<file path="config.mk">
export PLATFORM = sky130hd
export DESIGN_NAME = irq_ctrl
export DESIGN_NICKNAME = d
export VERILOG_FILES = /design/src/hw/irq_ctrl_pkg.sv /design/src/hw/irq_ctrl.sv
export SDC_FILE = /design/constraint.sdc
export NUM_CORES = 1
export LEC_CHECK = 0
export BUFFER_PORTS_ARGS = -buffer_cell sky130_fd_sc_hd__buf_2
export CAP_MARGIN = 5
export CORE_AREA = 3 3 108 110
export CTS_CLUSTER_SIZE = 40
export DETAILED_ROUTE_END_ITERATION = 10
export DIE_AREA = 0 0 111 113
export PLACE_DENSITY = 0.84
export REMOVE_ABC_BUFFERS = 1
export SETUP_SLACK_MARGIN = 0.15
export SYNTH_ARGS = -nofsm -noshare
export SYNTH_HDL_FRONTEND = slang
export SYNTH_SLANG_ARGS = --single-unit
</file>
<file path="constraint.sdc">
create_clock -name pclk -period 4.3 [get_ports pclk]
set_input_delay 0.43 -clock pclk [delete_from_list [all_inputs] [get_ports pclk]]
set_output_delay 0.43 -clock pclk [all_outputs]
set_load 0.02 [all_outputs]
</file>
<file path="src/hw/irq_ctrl_pkg.sv">
// Contract
// - high vector 0x08, low vector 0x18
// - high request preempts running low routine
// - each source: flag, enable, priority bit
// - priority scheme enable bit 7, reset clear; code uses CTRL bit 15 (B_RST_SHIFT + B_PRIO_MODE)
// - high enable gates high, low gates low
// - flag, enable, global set: vector at once
// - compatibility mode ignores priority bits
// - compat: bit6 peripheral gate, bit7 global
// - compat: every interrupt goes to 0x08
// - accepting clears the governing global enable
// - no low service during high routine
// - entry pushes return address, loads vector
// - return instruction sets enable again
// - pin events vector in three-four cycles
// - flags set regardless of enables
package irq_ctrl_pkg;
	// ====================================================
	// sizes
	localparam int         NSRC         = 8;
	localparam int         NPIN         = 4;
	localparam int         PC_W         = 21;
	// ====================================================
	// vectors
	localparam logic [20:0] VEC_HIGH    = 21'h000008;
	localparam logic [20:0] VEC_LOW     = 21'h000018;
	// ====================================================
	// apb register offsets
	localparam logic [7:0] OFS_CTRL     = 8'h00;
	localparam logic [7:0] OFS_FLAG     = 8'h04;
	localparam logic [7:0] OFS_ENABLE   = 8'h08;
	localparam logic [7:0] OFS_PRIO     = 8'h0c;
	localparam logic [7:0] OFS_PERIPH   = 8'h10;
	localparam logic [7:0] OFS_STATUS   = 8'h14;
	localparam logic [7:0] OFS_IRQ_EN   = 8'h18;
	localparam logic [7:0] OFS_IRQ_CLR  = 8'h1c;
	// ====================================================
	// control register fields
	localparam int         B_HI_GATE    = 7;
	localparam int         B_LO_GATE    = 6;
	localparam int         B_PRIO_MODE  = 7;
	localparam int         B_RST_SHIFT  = 8;
	localparam logic [15:0] CTRL_RST    = 16'h0000;
	// event status bits
	localparam int         EV_HIGH      = 0;
	localparam int         EV_LOW       = 1;
	localparam int         EV_RET       = 2;
	localparam int         NEV          = 3;
	// ====================================================
	// pin event latency, in instruction cycles
	localparam int         PIN_LAT_CYC  = 3;
endpackage : irq_ctrl_pkg

</file>
<file path="src/hw/irq_ctrl.sv">
`timescale 1ns/1ps
`default_nettype none
module irq_ctrl (
	input  wire logic                  pclk,
	input  wire logic                  presetn,
	input  wire logic                  psel,
	input  wire logic                  penable,
	input  wire logic                  pwrite,
	input  wire logic [7:0]            paddr,
	input  wire logic [31:0]           pwdata,
	output logic      [31:0]           prdata,
	output logic                       pready,
	output logic                       pslverr,
	input  wire logic [3:0]            pin_event,
	input  wire logic [3:0]            periph_event,
	input  wire logic                  instr_cycle_en,
	input  wire logic                  return_from_service_instruction,
	input  wire logic [20:0]           return_pc,
	output logic                       vector_take,
	output logic      [20:0]           vector_addr,
	output logic                       stack_push,
	output logic      [20:0]           stack_push_addr,
	output logic                       high_active,
	output logic                       irq
);
	// ====================================================
	// state
	typedef struct packed {
		logic [31:0] rdata;
		logic        ready;
		logic        slverr;
		logic        hi_gate;        // high_level_global_enable / global_interrupt_enable
		logic        lo_gate;        // low_level_global_enable / peripheral_group_enable
		logic        prio_mode;      // priority_scheme_enable
		logic [7:0]  flag;
		logic [7:0]  en;
		logic [7:0]  prio;
		logic [7:0]  periph;         // 1 = peripheral source
		logic [2:0]  status;
		logic [2:0]  irq_en;
		logic        in_high;
		logic        in_low;
		logic        take;
		logic [20:0] vaddr;
		logic        push;
		logic [20:0] push_addr;
		logic        irq;
		logic [3:0]  pin_s1;
		logic [3:0]  pin_s2;
		logic [3:0]  pin_s3;
		logic [3:0]  pend_pin;
		logic [1:0]  lat_cnt;
	} state_t;

	state_t s_q, s_d;

	logic        acc;
	logic        wr;
	logic [7:0]  evt;
	logic [7:0]  elig_hi;
	logic [7:0]  elig_lo;
	logic        req_hi;
	logic        req_lo;
	logic [3:0]  pin_edge;

	// ====================================================
	// next state
	always_comb begin
		s_d      = s_q;
		acc      = psel && penable && !s_q.ready;
		wr       = psel && penable && s_q.ready && pwrite;    // write lands while pready stands
		s_d.take = 1'b0;
		s_d.push = 1'b0;
		s_d.ready = 1'b0;
		// pin input sync, edge detect on second stage
		s_d.pin_s1 = pin_event;
		s_d.pin_s2 = s_q.pin_s1;
		s_d.pin_s3 = s_q.pin_s2;
		pin_edge   = s_q.pin_s2 & ~s_q.pin_s3;
		// pin events wait a fixed instruction-cycle count
		s_d.pend_pin = s_q.pend_pin | pin_edge;
		evt = {periph_event, 4'h0};
		if (s_q.pend_pin != 4'h0 && instr_cycle_en) begin
			if (s_q.lat_cnt == 2'(irq_ctrl_pkg::PIN_LAT_CYC - 2)) begin
				evt[3:0]     = s_q.pend_pin;
				s_d.pend_pin = pin_edge;
				s_d.lat_cnt  = 2'd0;
			end else begin
				s_d.lat_cnt = s_q.lat_cnt + 2'd1;
			end
		end
		// eligibility per source
		for (int i = 0; i < irq_ctrl_pkg::NSRC; i++) begin
			if (s_q.prio_mode) begin
				elig_hi[i] = s_q.flag[i] && s_q.en[i] && s_q.prio[i] && s_q.hi_gate;
				elig_lo[i] = s_q.flag[i] && s_q.en[i] && !s_q.prio[i] && s_q.lo_gate;
			end else begin
				elig_hi[i] = s_q.flag[i] && s_q.en[i] && s_q.hi_gate
					&& (!s_q.periph[i] || s_q.lo_gate);
				elig_lo[i] = 1'b0;
			end
		end
		req_hi = |elig_hi;
		req_lo = |elig_lo && !s_q.in_high && !s_q.in_low;
		// return from service
		if (return_from_service_instruction) begin
			s_d.status[irq_ctrl_pkg::EV_RET] = 1'b1;
			if (s_q.in_high) begin
				s_d.in_high = 1'b0;
				s_d.hi_gate = 1'b1;
			end else if (s_q.in_low) begin
				s_d.in_low  = 1'b0;
				s_d.lo_gate = 1'b1;
			end else begin
				s_d.hi_gate = 1'b1;
			end
		end else if (req_hi) begin
			s_d.take      = 1'b1;
			s_d.vaddr     = irq_ctrl_pkg::VEC_HIGH;
			s_d.push      = 1'b1;
			s_d.push_addr = return_pc;
			s_d.hi_gate   = 1'b0;
			s_d.in_high   = s_q.prio_mode;
			s_d.status[irq_ctrl_pkg::EV_HIGH] = 1'b1;
		end else if (req_lo) begin
			s_d.take      = 1'b1;
			s_d.vaddr     = irq_ctrl_pkg::VEC_LOW;
			s_d.push      = 1'b1;
			s_d.push_addr = return_pc;
			s_d.lo_gate   = 1'b0;
			s_d.in_low    = 1'b1;
			s_d.status[irq_ctrl_pkg::EV_LOW] = 1'b1;
		end
		// register writes, taken at the edge that sees pready high
		if (wr) begin
			unique case (paddr)
				irq_ctrl_pkg::OFS_CTRL: begin
					s_d.hi_gate   = pwdata[irq_ctrl_pkg::B_HI_GATE];
					s_d.lo_gate   = pwdata[irq_ctrl_pkg::B_LO_GATE];
					s_d.prio_mode = pwdata[irq_ctrl_pkg::B_RST_SHIFT + irq_ctrl_pkg::B_PRIO_MODE];
				end
				irq_ctrl_pkg::OFS_FLAG:    s_d.flag   = pwdata[7:0];
				irq_ctrl_pkg::OFS_ENABLE:  s_d.en     = pwdata[7:0];
				irq_ctrl_pkg::OFS_PRIO:    s_d.prio   = pwdata[7:0];
				irq_ctrl_pkg::OFS_PERIPH:  s_d.periph = pwdata[7:0];
				irq_ctrl_pkg::OFS_IRQ_EN:  s_d.irq_en = pwdata[2:0];
				irq_ctrl_pkg::OFS_IRQ_CLR: s_d.status = s_q.status & ~pwdata[2:0];
				default: ;
			endcase
		end
		// hardware sets win over software clears
		s_d.flag = s_d.flag | evt;
		if (s_d.take && s_d.vaddr == irq_ctrl_pkg::VEC_HIGH)
			s_d.status[irq_ctrl_pkg::EV_HIGH] = 1'b1;
		if (s_d.take && s_d.vaddr == irq_ctrl_pkg::VEC_LOW)
			s_d.status[irq_ctrl_pkg::EV_LOW] = 1'b1;
		if (return_from_service_instruction)
			s_d.status[irq_ctrl_pkg::EV_RET] = 1'b1;
		s_d.irq = |(s_d.status & s_d.irq_en);
		// read and answer
		if (acc) begin
			s_d.ready  = 1'b1;
			s_d.slverr = 1'b0;
			s_d.rdata  = 32'h0;
			unique case (paddr)
				irq_ctrl_pkg::OFS_CTRL:    s_d.rdata = {16'h0, s_q.prio_mode, 7'h0, s_q.hi_gate, s_q.lo_gate, 6'h0};
				irq_ctrl_pkg::OFS_FLAG:    s_d.rdata = {24'h0, s_q.flag};
				irq_ctrl_pkg::OFS_ENABLE:  s_d.rdata = {24'h0, s_q.en};
				irq_ctrl_pkg::OFS_PRIO:    s_d.rdata = {24'h0, s_q.prio};
				irq_ctrl_pkg::OFS_PERIPH:  s_d.rdata = {24'h0, s_q.periph};
				irq_ctrl_pkg::OFS_STATUS:  s_d.rdata = {29'h0, s_q.status};
				irq_ctrl_pkg::OFS_IRQ_EN:  s_d.rdata = {29'h0, s_q.irq_en};
				irq_ctrl_pkg::OFS_IRQ_CLR: s_d.rdata = 32'h0;
				default:                   s_d.slverr = 1'b1;
			endcase
		end else begin
			s_d.slverr = 1'b0;
		end
	end

	// ====================================================
	// state register
	always_ff @(posedge pclk or negedge presetn) begin
		if (!presetn) begin
			s_q <= '0;
		end else begin
			s_q <= s_d;
		end
	end

	// outputs straight from flops
	assign prdata          = s_q.rdata;
	assign pready          = s_q.ready;
	assign pslverr         = s_q.slverr;
	assign vector_take     = s_q.take;
	assign vector_addr     = s_q.vaddr;
	assign stack_push      = s_q.push;
	assign stack_push_addr = s_q.push_addr;
	assign high_active     = s_q.in_high;
	assign irq             = s_q.irq;
endmodule : irq_ctrl
`default_nettype wire

</file>
# == Word level (Yosys, flattened, before mapping) ==
# Cells that the tools add are included.
# totals
wordCells,208
output_inout_bits,80
inputBits,76
register_bits,124
# classes
bitwise_logic,8
n_eq_ne,12
n_addsub,1
n_reduce_logical,107
mux,56
# ops
cell,n
$pmux W16 S7,1
$mux W44,2
$logic_and A1 B1 Y1,65
$mux W45,1
$mux W41,1
$mux W1,36
$eq A8 B5 Y1 const B,4
$mux W8,4
$reduce_or A8 Y1,3
$eq A21 B4 Y1 const B,1
$eq A21 B5 Y1 const B,1
$logic_not A1 Y1,19
$eq A8 B4 Y1 const B,2
$mux W4,3
$reduce_and A2 Y1,5
$mux W3,3
$eq A8 B3 Y1 const B,1
$logic_not A8 Y1,1
$logic_or A1 B1 Y1,8
$mux W2,4
$or A8 B8 Y8,1
$and A3 B3 Y3,2
$mux W6,1
$reduce_bool A2 Y1,3
11 further kinds,12

# == Longest topological paths before layout ==
# depth
word_depth,15
depth_mapped,8
depth_no_buf,6

# == Worst setup path after synthesis ==
# Ideal clock, no wire load.
# synth_path
path_type,reg2reg
from,"register s_q, in the netlist pready"
to,"register s_q, in the netlist irq"
setup_slack_ns,1.980
n_path_buf,1
t_required_ns,4.174
synth_period_minus_slack_ns,2.320
t_arrival_ns,2.194
setup_ns,0.126
stages_incl_launch_ff,8
cell_sequence,dfrtp_1 and4_1 clkbuf_1 and3_1 nor3b_1 mux2_2 a22o_1 a221o_1
# synth_lines
element,line,rtl
from (decl),irq_ctrl.sv:55,"state_t s_q, s_d;"
from (signal assigned),irq_ctrl.sv:185,s_q <= '0;
from (signal assigned),irq_ctrl.sv:187,s_q <= s_d;

# == Worst setup path after layout ==
# layout_path
from,register s_q[104] (netlist name)
to,"register s_q, in the netlist stack_push_addr[19]"
# layout_between
elab_chain_cells,7
elab_cells_between_ends,47
classes_between,mux (17); reduce/logical (30)
# layout_rtl
element,line,rtl
$logic_and A1 B1 Y1,irq_ctrl.sv:96,elig_lo[i] = s_q.flag[i] && s_q.en[i] && !s_q.prio[i] && s_q.lo_gate;
$mux W1,irq_ctrl.sv:94,if (s_q.prio_mode) begin
$reduce_or A8 Y1,irq_ctrl.sv:104,req_lo = |elig_lo && !s_q.in_high && !s_q.in_low;
$logic_and A1 B1 Y1 (2 in series),irq_ctrl.sv:104,
$reduce_bool A2 Y1 (no source line),-,
$reduce_and A2 Y1 (no source line),-,
# Parallel ways exist; a longest one is shown, timed or not.
# A chain may end at the register's enable or synchronous reset.

==> flow_metrics.py <==
metrics = {
    "setup_path": {
        "worst-endpoint-arrival_ns": 2.98,
        "setup.worst_path.start_class": "register",
        "cpPeakStageDelay_ns": 0.56,
        "worstPathCellList": "nor2b_1 -> o22ai_1 -> or4_4 -> o211ai_2 -> o21a_4 -> mux2_1",
        "critical_path_peak_fanout": 42,
        "critical_path.slowest_cell": "sky130_fd_sc_hd__or4_4",
        "cp_data_required_time_ns": 4.69,
        "cp-end-kind": "register",
        "critical_path.n_buffers_inverters": 0,
        "criticalPathCategory": "reg2reg",
        "critPathTopFamily": "compound AO/OA/AOI/OAI gates",
    },
    "logic_synthesis": {
        "ys_async_sr_fraction_pct": 100,
        "post_synth_instance_area_um2": 5340,
        "synth_seq_cells": 116,
        "ys_types": 47,
        "post-synth-top-area-cell": "sky130_fd_sc_hd__dfrtp_1",
        "synth-edff-count": 0,
        "synthesis.area_per_instance_um2": 11.5,
        "synthesis.instances": 462,
        "synthesis.yosys.warnings": 0,
        "largest_cells_by_area_after_synthesis": "sky130_fd_sc_hd__dfrtp_1 (54%), sky130_fd_sc_hd__buf_4 (11%), sky130_fd_sc_hd__mux2_2 (6.5%), sky130_fd_sc_hd__mux2_1 (4.4%), sky130_fd_sc_hd__and2_1 (2.5%)",
        "post-synth-top-area-fraction_pct": 54.4,
        "synthFlopType": "sky130_fd_sc_hd__dfrtp_1",
        "sequential_share_of_the_synthesized_area_pct": 54.4,
    },
    "flow_run": {
        "drv.max_cap_violation_count": 0,
    },
    "cts": {
        "cts_buffer_depth": 2,
        "tritoncts": "yes",
        "cts_num_sinks": 116,
        "cts_made_buffers": 17,
        "root_buffer": "sky130_fd_sc_hd__clkbuf_8",
        "worst_setup_hold_path_clk_slew_ns": 0.06,
        "clkLatencyLatePin_ns": 0.52,
        "htree_levels": 4,
    },
    "pwr": {
        "power_per_cell_area_nw_per_um2": 456,
        "standby_leakage_power_uw": 0.00321,
        "vdd.ir_drop.worst_v": 0.000320,
    },
    "sta": {
        "max_freq_mhz": 387,
        "timing.setup.tns_ns": 0,
        "tightest_slew_ns": 0.921,
        "timing.final.setup_violations": 0,
        "relSlewSlack_pct": 38.6,
        "grt_setup_unrepaired": "no",
        "final_period_util_pct": 60.1,
        "final-hold-violation-count": 0,
        "final_max_slew_viol_count": 0,
        "layout_min_cycle_time_ns": 2.58,
        "clock-skew-final_ns": 0.0110,
        "hold-worst-slack_ns": 0.0211,
    },
    "floorplan": {
        "fp.dieW_um": 111,
        "core_region_area_um2": 10800,
        "initial_core_util_pct": 49.4,
        "dieArea_um2": 12500,
        "boundaryPins": 156,
        "dieHeight_um": 113,
        "rows": 38,
    },
    "finish": {
        "area_growth_syn_to_layout_pct": 15.2,
        "design_area_um2": 6150,
        "layout-drive-gt1-share_pct": 32.8,
        "antenna_cells_inserted": 0,
        "fin_nets": 602,
    },
    "worst_hold_path": {
        "worst_hold_path_type": "in2reg",
    },
    "routing": {
        "detailroute.via_count": 3638,
        "finalWirelength_um": 11000,
        "drt-vias-per-instance": 5.36,
        "initialDrtViolationCount": 190,
        "ant_nets_after_route": 0,
        "drt-pass1-iter-count": 5,
        "wire_per_inst_um": 16.2,
        "drt_drc_violations_left": 0,
    },
    "grt": {
        "grt_antenna_before_repair": 0,
        "pin_count_of_the_biggest_net_entering_global_routing": 78,
        "first_global_vias": 3710,
        "track_usage_pct": 17.8,
        "global_route_wire_length_before_repair_um": 17800,
        "gr-total-overflow": 0,
    },
    "placement": {
        "standard_cell_area_after_detailed_placement_um2": 5520,
        "numPortBuffers": 109,
        "detailed_placement_hpwl_um": 7680,
        "gp_congestion": 0.925,
    },
    "outcome": {
        "status": "complete, no violations",
    },
}
cells in the final DEF (no fill, tap or decap), types with 2 or more instances in the layout:
master,n
sky130_fd_sc_hd__and4_1,2
sky130_fd_sc_hd__buf_2,108
sky130_fd_sc_hd__or3_1,2
sky130_fd_sc_hd__and3_1,5
sky130_fd_sc_hd__a211o_1,4
sky130_fd_sc_hd__inv_1,16
sky130_fd_sc_hd__nor4_1,4
sky130_fd_sc_hd__nor2b_1,6
sky130_fd_sc_hd__a21oi_1,14
sky130_fd_sc_hd__and2_1,21
sky130_fd_sc_hd__o21ai_0,13
sky130_fd_sc_hd__or2_2,2
sky130_fd_sc_hd__a31oi_1,3
sky130_fd_sc_hd__a221o_1,3
sky130_fd_sc_hd__a221oi_1,6
sky130_fd_sc_hd__nand3_1,8
sky130_fd_sc_hd__mux2i_1,12
sky130_fd_sc_hd__conb_1,23
sky130_fd_sc_hd__o22ai_1,6
sky130_fd_sc_hd__nand3b_1,2
sky130_fd_sc_hd__inv_6,2
sky130_fd_sc_hd__nor2_1,16
sky130_fd_sc_hd__nor3b_1,3
sky130_fd_sc_hd__nand2_1,35
sky130_fd_sc_hd__clkinv_4,6
sky130_fd_sc_hd__mux2_1,21
sky130_fd_sc_hd__a22o_1,4
sky130_fd_sc_hd__buf_4,2
sky130_fd_sc_hd__clkbuf_16,16
sky130_fd_sc_hd__nand4_1,3
sky130_fd_sc_hd__dfrtp_1,116
sky130_fd_sc_hd__bufinv_16,4
sky130_fd_sc_hd__mux2_2,31
repair_timing:
action,CTS,global route
hold endpoints to repair,1,0
setup buffers,0,0
endpoints found under the setup margin,0,0
resized for setup,0,0
hold buffers,1,0
registers in the layout, indices dropped and copies added, names as in the netlist:
name / cells
s_q: 52
pslverr: 1
high_active: 1
s_d: 8
vector_addr: 21
stack_push_addr: 21
irq: 1
stack_push: 1
pready: 1
prdata: 9
synth_stat cells (2+ instances only):
master / count
sky130_fd_sc_hd__mux2_1: 21
sky130_fd_sc_hd__and4_1: 2
sky130_fd_sc_hd__a211o_1: 4
sky130_fd_sc_hd__o22ai_1: 6
sky130_fd_sc_hd__or2_2: 2
sky130_fd_sc_hd__inv_1: 16
sky130_fd_sc_hd__nand2_1: 35
sky130_fd_sc_hd__and2_1: 21
sky130_fd_sc_hd__clkbuf_1: 6
sky130_fd_sc_hd__nor2b_1: 6
sky130_fd_sc_hd__buf_4: 75
sky130_fd_sc_hd__nor2_1: 16
sky130_fd_sc_hd__a31oi_1: 3
sky130_fd_sc_hd__nor3b_1: 3
sky130_fd_sc_hd__nand3_1: 8
sky130_fd_sc_hd__nand4_1: 3
sky130_fd_sc_hd__a221o_1: 3
sky130_fd_sc_hd__nand3b_1: 2
sky130_fd_sc_hd__buf_6: 2
sky130_fd_sc_hd__buf_2: 4
sky130_fd_sc_hd__dfrtp_1: 116
sky130_fd_sc_hd__nor4_1: 4
sky130_fd_sc_hd__a21oi_1: 14
sky130_fd_sc_hd__or3_1: 2
sky130_fd_sc_hd__mux2i_1: 12
sky130_fd_sc_hd__mux2_2: 31
sky130_fd_sc_hd__a22o_1: 4
sky130_fd_sc_hd__a221oi_1: 6
sky130_fd_sc_hd__and3_1: 5
sky130_fd_sc_hd__o21ai_0: 13
worst reg2reg max path: stages (launching register included):
cell,delay [ns]
sky130_fd_sc_hd__dfrtp_1,0.49
sky130_fd_sc_hd__nor2b_1,0.18
sky130_fd_sc_hd__o22ai_1,0.08
sky130_fd_sc_hd__or4_4,0.56
sky130_fd_sc_hd__o211ai_2,0.31
sky130_fd_sc_hd__o21a_4,0.46
sky130_fd_sc_hd__mux2_1,0.40
per-stage QoR:
step | worst slack (ns) | total power, uW | utilization [%] | std cells
floorplan | 2.06 | 1260 | - | 396
global placement | 1.62 | 1340 | 51.1 | 646
detailed placement | 1.54 | 1350 | 51.1 | 646
CTS | 1.72 | 2820 | 57.0 | 679
global route | 1.61 | 2900 | 57.0 | 679
finish | 1.72 | 2800 | 57.0 | 679
path summary, 6_finish.rpt:
kind | start | to | slack (ns) | cells past startpoint
min in group asynchronous | presetn | s_d[13] | 0.04 | 1
hold / removal | pin_event[1] | s_d[11] | 0.02 | 1
setup reg to reg | s_q[104] | stack_push_addr[19] | 1.72 | 6
hold reg to reg | s_d[11] | s_d[7] | 0.35 | 0
setup / recovery | s_q[104] | stack_push_addr[19] | 1.72 | 6
max in group asynchronous | presetn | vector_addr[19] | 3.19 | 2
power breakdown:
| part | internal, uW | switching (uW) |
|---|---|---|
| sequential | 1130 | 24.9 |
| clock | 948 | 521 |
| combinational | 61.1 | 115 |
| total | 2140 | 662 |
kinds of logic (layout without fill, tap and decap cells):
kind of cell              count (synthesis)  count (layout)  synth area share (%)
xor gates and xnor gates                  1               1                 0.164
muxes                                    64              64                  13.2
other                                     1              23                0.0703
AOI/OAI and AO/OA                        62              62                  8.02
DFF                                     116             116                  54.4
and+or+nand+nor                         114             114                  11.1
buffers and inverters                   104             159                  13.0
layout make-up:
| class | instances | area, um^2 |
|---|---|---|
| fillers | 882 | 4650 |
| flip-flops and latches | 116 | 2900 |
| multi-input cells | 264 | 1820 |
| repair buffers | 111 | 566 |
| clock buffers | 18 | 418 |
| clock inverters | 14 | 203 |
| well taps | 140 | 175 |
| inverters | 16 | 60.1 |
per-layer routing:
layer  part of all wire, %  up-vias  routed length (um)  track usage (%)
met5                     0        -                   0                0
met4                   1.8        0                 201             8.46
met3                    11       22                1220             6.95
met2                    47      236                5210             27.9
met1                    40     1750                4390             21.7
li1                      -     1630                   -                -
Note: power is estimated with default switching activity, not from simulation.
